`config.mk`:
```
export PLATFORM = sky130hd
export DESIGN_NAME = rsc_top
export DESIGN_NICKNAME = d
export VERILOG_FILES = /design/src/hw/rsc_pkg.sv /design/src/hw/rsc_sync_if.sv /design/src/hw/rsc_sync.sv /design/src/hw/rsc_top.sv
export SDC_FILE = /design/constraint.sdc
export NUM_CORES = 1
export LEC_CHECK = 0
export ABC_AREA = 1
export BUFFER_PORTS_ARGS = -buffer_cell sky130_fd_sc_hd__buf_2
export CELL_PAD_IN_SITES_DETAIL_PLACEMENT = 0
export CELL_PAD_IN_SITES_GLOBAL_PLACEMENT = 2
export CORE_MARGIN = 2
export CORE_UTILIZATION = 27
export CTS_CLUSTER_DIAMETER = 150
export DETAILED_ROUTE_END_ITERATION = 12
export GPL_TIMING_DRIVEN = 1
export PLACE_DENSITY_LB_ADDON = 0.1
export SETUP_SLACK_MARGIN = 0.5
export SLEW_MARGIN = 10
export SYNTH_ARGS = -nofsm -noshare
export SYNTH_HDL_FRONTEND = slang
export SYNTH_SLANG_ARGS = --single-unit
```
`constraint.sdc`:
```
create_clock -name mclk_i -period 1.3 [get_ports mclk_i]
set_input_delay 0 -clock mclk_i [delete_from_list [all_inputs] [get_ports mclk_i]]
set_output_delay 0 -clock mclk_i [all_outputs]
set_load 0.02 [all_outputs]
```
`src/hw/rsc_pkg.sv`:
```
// package: constants for the reset source combiner
package rsc_pkg;
   // ************************************************
   // reset-cause register field positions
   // ************************************************
   localparam int unsigned CAUSE_W      = 16;
   localparam int unsigned POS_POR      = 0;
   localparam int unsigned POS_BROWNOUT = 1;
   localparam int unsigned POS_WDT      = 4;
   localparam int unsigned POS_SWRST    = 6;
   localparam int unsigned POS_PIN      = 7;
   localparam int unsigned POS_CFGMIS   = 9;
   localparam int unsigned POS_ILLEGAL  = 14;
   localparam int unsigned POS_TRAP     = 15;
   // flags that exist; all other bits are other blocks' and read as zero
   localparam logic [15:0] CAUSE_MASK   = 16'hC2D3;
   // value left by a power-on reset: only the two lowest flags set
   localparam logic [15:0] CAUSE_POR_VAL = 16'h0003;

   // ************************************************
   // oscillator control
   // ************************************************
   localparam int unsigned OSC_SEL_W   = 3;
   localparam int unsigned OSC_NEW_POS = 8;
   localparam int unsigned OSC_CUR_POS = 12;
   localparam logic [15:0] OSC_RST_VAL = 16'h0000;

   // ************************************************
   // reset stretch: cycles the master reset stays asserted after sources
   // ************************************************
   localparam int unsigned STRETCH_CYC = 4;
   localparam int unsigned NUM_ILLEGAL = 4;
endpackage

```
`src/hw/rsc_sync_if.sv`:
```
// interface: synchronised source levels passed to the combiner core
`timescale 1ns/100ps
interface rsc_sync_if #(parameter int unsigned W = 11);
   logic [W-1:0] raw;
   logic [W-1:0] synced;
   modport src (input raw, output synced);
   modport dst (output raw, input synced);
endinterface

```
`src/hw/rsc_sync.sv`:
```
// module: two-flop synchronisers for all asynchronous reset sources
`timescale 1ns/100ps
module rsc_sync #(
   parameter int unsigned W = 11
) (
   input  wire logic    mclk_i,
   input  wire logic    rst_b_i,
   rsc_sync_if.src      sif
);
   typedef struct packed {
      logic [W-1:0] meta;
      logic [W-1:0] stable;
   } rsc_sync_t;

   rsc_sync_t st;
   rsc_sync_t next_st;

   // ************************************************
   // synchroniser chain
   // ************************************************
   always_comb begin
      next_st.meta   = sif.raw;
      next_st.stable = st.meta;
   end

   // power-on source must survive the sync path: stages only flush on the
   // clocked reset when the whole block is being held anyway
   always_ff @(posedge mclk_i) begin
      if (!rst_b_i) begin
         st <= '0;
      end else begin
         st <= next_st;
      end
   end

   assign sif.synced = st.stable;
endmodule // rsc_sync

```
`src/hw/rsc_top.sv`:
```
// module: reset source combiner with cause flags and oscillator reload
//
// What this block does
// - Combine all eight reset sources into one reset
// - Any active source asserts master reset, unmasked
// - Reset forces defined registers, others keep contents
// - Four illegal causes share one cause flag
// - Each reset type sets its own flag
// - Power-on clears register, sets two lowest flags
// - Software may write any flag; hardware sets and power-on in the same cycle win
// - Software setting a flag never causes reset
// - Every reset reloads oscillator selection from config
// - Register value after reset depends on type
`timescale 1ns/100ps
module rsc_top #(
   parameter int unsigned STRETCH = rsc_pkg::STRETCH_CYC
) (
   input  wire logic        mclk_i,
   input  wire logic        rst_b_i,
   input  wire logic        power_on_i,
   input  wire logic        brownout_i,
   input  wire logic        master_clear_pin_reset_b_i,
   input  wire logic        reset_instr_i,
   input  wire logic        watchdog_timeout_i,
   input  wire logic        config_mismatch_i,
   input  wire logic        trap_conflict_i,
   input  wire logic [3:0]  illegal_cause_i,
   input  wire logic [2:0]  initial_osc_select_bits_i,
   input  wire logic        cause_wr_i,
   input  wire logic [15:0] cause_wdata_i,
   output logic             master_system_reset_o,
   output logic [15:0]      reset_cause_register_o,
   output logic [15:0]      oscillator_control_register_o
);
   localparam int unsigned NSRC = 7 + rsc_pkg::NUM_ILLEGAL;
   localparam int unsigned CW   = $clog2(STRETCH + 1);

   // a zero stretch would let reset drop before the sources are seen low
   if (STRETCH < 1 || STRETCH > 255) begin : g_bad_stretch
      $error("rsc_top: STRETCH must be 1..255");
   end

   typedef struct packed {
      logic            rst;
      logic [CW-1:0]   cnt;
      logic [15:0]     cause;
      logic [15:0]     osc;
      logic [2:0]      cfg;
   } rsc_state_t;

   rsc_state_t st;
   rsc_state_t next_st;

   // ************************************************
   // source synchronisation
   // ************************************************
   rsc_sync_if #(.W(NSRC)) sif ();

   assign sif.raw = {illegal_cause_i, trap_conflict_i, config_mismatch_i,
                     watchdog_timeout_i, reset_instr_i,
                     ~master_clear_pin_reset_b_i, brownout_i, power_on_i};

   rsc_sync #(.W(NSRC)) u_sync (
      .mclk_i  (mclk_i),
      .rst_b_i (rst_b_i),
      .sif     (sif)
   );

   logic       src_por;
   logic       src_bor;
   logic       src_pin;
   logic       src_sw;
   logic       src_wdt;
   logic       src_cm;
   logic       src_trap;
   logic [3:0] src_ill;
   logic       src_illegal;
   logic       any_src;

   assign src_por     = sif.synced[0];
   assign src_bor     = sif.synced[1];
   assign src_pin     = sif.synced[2];
   assign src_sw      = sif.synced[3];
   assign src_wdt     = sif.synced[4];
   assign src_cm      = sif.synced[5];
   assign src_trap    = sif.synced[6];
   assign src_ill     = sif.synced[10:7];
   assign src_illegal = |src_ill;
   // plain OR: no source can hide another
   assign any_src = src_por | src_bor | src_pin | src_sw | src_wdt
                  | src_cm | src_trap | src_illegal;

   // ************************************************
   // next-state logic
   // ************************************************
   logic [15:0] hw_set;

   always_comb begin
      hw_set = 16'h0000;
      hw_set[rsc_pkg::POS_BROWNOUT] = src_bor;
      hw_set[rsc_pkg::POS_PIN]      = src_pin;
      hw_set[rsc_pkg::POS_SWRST]    = src_sw;
      hw_set[rsc_pkg::POS_WDT]      = src_wdt;
      hw_set[rsc_pkg::POS_CFGMIS]   = src_cm;
      hw_set[rsc_pkg::POS_TRAP]     = src_trap;
      hw_set[rsc_pkg::POS_ILLEGAL]  = src_illegal;

      next_st = st;
      // config word sampled every cycle so a reset takes its latest value
      next_st.cfg = initial_osc_select_bits_i;

      if (any_src) begin
         next_st.rst = 1'b1;
         next_st.cnt = CW'(STRETCH);
      end else if (st.cnt != '0) begin
         next_st.cnt = st.cnt - CW'(1);
      end else begin
         next_st.rst = 1'b0;
      end

      // software write first so hardware sets win in the same cycle;
      // a write only stores, it never feeds the reset path
      if (cause_wr_i) begin
         next_st.cause = cause_wdata_i & rsc_pkg::CAUSE_MASK;
      end
      if (src_por) begin
         next_st.cause = rsc_pkg::CAUSE_POR_VAL | hw_set;
      end else begin
         next_st.cause = next_st.cause | hw_set;
      end

      // oscillator selection reloaded while master reset is asserted
      if (st.rst) begin
         next_st.osc = rsc_pkg::OSC_RST_VAL;
         next_st.osc[rsc_pkg::OSC_NEW_POS +: rsc_pkg::OSC_SEL_W] = st.cfg;
         next_st.osc[rsc_pkg::OSC_CUR_POS +: rsc_pkg::OSC_SEL_W] =
            st.cfg;
      end
   end

   // ************************************************
   // state register
   // ************************************************
   always_ff @(posedge mclk_i) begin
      if (!rst_b_i) begin
         // block reset counts as power-on: flags take the power-on pattern
         st.rst   <= 1'b1;
         st.cnt   <= CW'(STRETCH);
         st.cause <= rsc_pkg::CAUSE_POR_VAL;
         st.osc   <= rsc_pkg::OSC_RST_VAL;
         st.cfg   <= '0;
      end else begin
         st <= next_st;
      end
   end

   assign master_system_reset_o         = st.rst;
   assign reset_cause_register_o        = st.cause;
   assign oscillator_control_register_o = st.osc;
endmodule // rsc_top

```
==> impl_metrics.yaml <==
routing:
  firstDrtPassIters: 2
  routed_wirelength_um: 3450
  drc: 0
  vias: 1386
  viasPerCell: 3.71
  drt_iter0_drc: 16
  wl_per_cell_um: 9.24
  ant_nets: 0
sta:
  setup_tns_ns: 0
  period_share: 0.721
  setup_viol: 0
  final_max_slew_viol_count: 0
  hold_viol: 0
  skew_ns: 0.00902
  rsz0062_at_grt: "true"
  min_period_ns: 0.937
  fmax_mhz: 1070
layout:
  area_growth_pct: 39.5
  final_nets: 328
  drive_gt1_frac: 0.388
  fin_cells: 374
  regArea_um2: 991
  multi_input_area_um2: 602
  nFillCells: 726
  diodes: 0
power:
  p_sw_frac: 0.271
  pwr-share-clk: 0.312
  intPower_uw: 2170
  powerDensity_nw_per_um2: 1140
  leakage_uw: 0.00134
  sequentialPowerShare: 0.531
  power_frac_comb: 0.156
  vdd_drop_max_mv: 0.433
  power_switching_uw: 808
worst_setup_path:
  crit_fanout: 3
  cp.arrival_ns: 1.14
  cp-start-kind: "flip-flop"
  crit_type: "flip-flop to flip-flop"
  crit_path_end_kind: "flip-flop"
  crit_required_ns: 1.50
synthesis:
  synth_most_common_cell: "nand2_1"
  synth_edf_count: 0
  synth_cell_types: 18
  synth_top_area_frac: 0.511
  ys_seq_area_frac: 0.511
  synthTopCellsByCount: "nand2_1 (49), dfxtp_1 (48), inv_1 (37)"
  synth_cells: 236
  syn_avg_cell_area_um2: 7.97
  synth_top_area_cell: "dfxtp_1"
  ys.flop_type: "dfxtp_1"
  ys_top_cells_by_area: "dfxtp_1 (51%), buf_4 (14%), nand2_1 (9.8%)"
  yosysWarnings: 0
  synth_area_um2: 1880
  ys_ff_latch: 48
  async_reset_ff_frac: 0
global_route:
  grt_usage: 0.0939
  antenna_found_initial: 0
  grt_pass1_vias: 1240
  gr-total-overflow: 0
  grt_pass1_wl_um: 5500
  grt_max_degree: 18
place:
  dp.cells: 336
  port_buffers: 47
  gp_congestion: 0.669
  hpwl_um: 2340
run:
  maxCapViolCount: 0
floorplanning:
  fp.dieH_um: 87.5
  die_w_um: 87.5
  row_count: 30
  boundaryPins: 66
  core-area_um2: 6760
  die_area_um2: 7650
  start_util: 0.279
status:
  status: "finished clean"
clock_tree:
  cts_tree: "done"
  clockBufferDepth: 2
  cts.sinks: 48
  cts_root_buf: "clkbuf_8"
  numCtsBuffers: 5
  htree_levels: 2
  path_clk_slew_ns: 0.10
  clk_latency_ns: 0.30
worst_hold_path:
  worstHoldPathType: "input pin to flip-flop"
sequential cells by signal (all words and copies together) (netlist names), named ones only:
| register | flops |
|---|---|
| oscillator_control_register_o | 3 |
| u_sync.sif.synced | 11 |
| master_system_reset_o | 1 |
| reset_cause_register_o | 15 |
| u_sync.next_st | 11 |
| st | 6 |
cells in the final DEF, fill, tap and decap left out, drive strengths merged:
master and instances:
nand3 6, clkinv 1, dfxtp 48, xor2 2, nor2 31, inv 42, conb 10, buf 57
o21ai 16, ha 2, dlygate4sd3 22, and2 1, nand2 50, nand4 1, clkbuf 5
cell families (layout without fill, tap and decap cells):
logic type | after synthesis | after routing | share of synthesized area
xor gates and xnor gates | 2 | 2 | 0.00931
adders and majority gates | 2 | 2 | 0.0133
and+or+nand+nor | 89 | 89 | 0.188
AOI/OAI and AO/OA | 16 | 16 | 0.0426
buffers and inverters | 78 | 127 | 0.234
DFF | 48 | 48 | 0.511
other | 1 | 10 | 0.00199
per-stage QoR:
stage	worst slack (ns)	hold WS [ns]	power, µW	utilization	instance area [µm²]
detailed placement	0.348	0.185	1930	0.295	2000
finish	0.363	0.0329	2980	0.389	2630
CTS	0.363	0.0330	2990	0.364	2460
floorplan	0.389	0.0723	1890	-	1930
global placement	0.351	0.179	1930	0.295	2000
global route	0.321	0.0273	3150	0.389	2630
critical path, cell delays in order (launching register included):
cell and delay [ns]:
dfxtp_2 0.35, inv_4 0.04, ha_4 0.25, inv_2 0.03, nand2_2 0.05, o21ai_2 0.04
inv_1 0.04, nor2_1 0.03
area by class of cell:
type | count | area share
Sequential cell | 48 | 0.378
Timing Repair Buffer | 79 | 0.259
Multi-Input combinational cell | 119 | 0.229
Inverter | 40 | 0.0601
Tap cell | 80 | 0.0381
Clock buffer | 5 | 0.0262
Clock inverter | 3 | 0.0100
final timing paths:
path                                               startpoint                                to  slack, ns  cells after the start
worst max-delay path                      st[36]$_SDFFE_PP0P_               st[36]$_SDFFE_PP0P_       0.36                      7
worst min-delay path                                  rst_b_i   u_sync.sif.synced[6]$_SDFF_PN0_       0.03                      3
worst max register to register            st[36]$_SDFFE_PP0P_               st[36]$_SDFFE_PP0P_       0.36                      7
worst min register to register  u_sync.next_st[10]$_SDFF_PN0_  u_sync.sif.synced[10]$_SDFF_PN0_       0.42                      2
per-layer routing:
metal / global-route usage / up-vias / wire (µm)
li1: - / 767 / -
met1: 0.116 / 573 / 1660
met2: 0.147 / 41 / 1540
met3: 0.0351 / 5 / 201
met4: 0.0378 / 0 / 59
met5: 0 / - / 0
power by group through the flow:
stage	clock [µW]	sequential (µW)	combinational [µW]
floorplan	0	1600	295
global placement	0	1610	323
detailed placement	0	1600	324
CTS	994	1580	418
global route	1040	1590	517
finish	932	1580	467
timing repair:
action | in CTS | in global routing
resized for setup | 47 | 48
hold endpoints to repair | 22 | 0
hold buffers | 22 | 0
cloned | 0 | 0
buffers inserted | 4 | 4
setup endpoints to repair | 33 | 44
pin swaps | 2 | 20
Note: power is estimated with default switching activity, not from simulation.
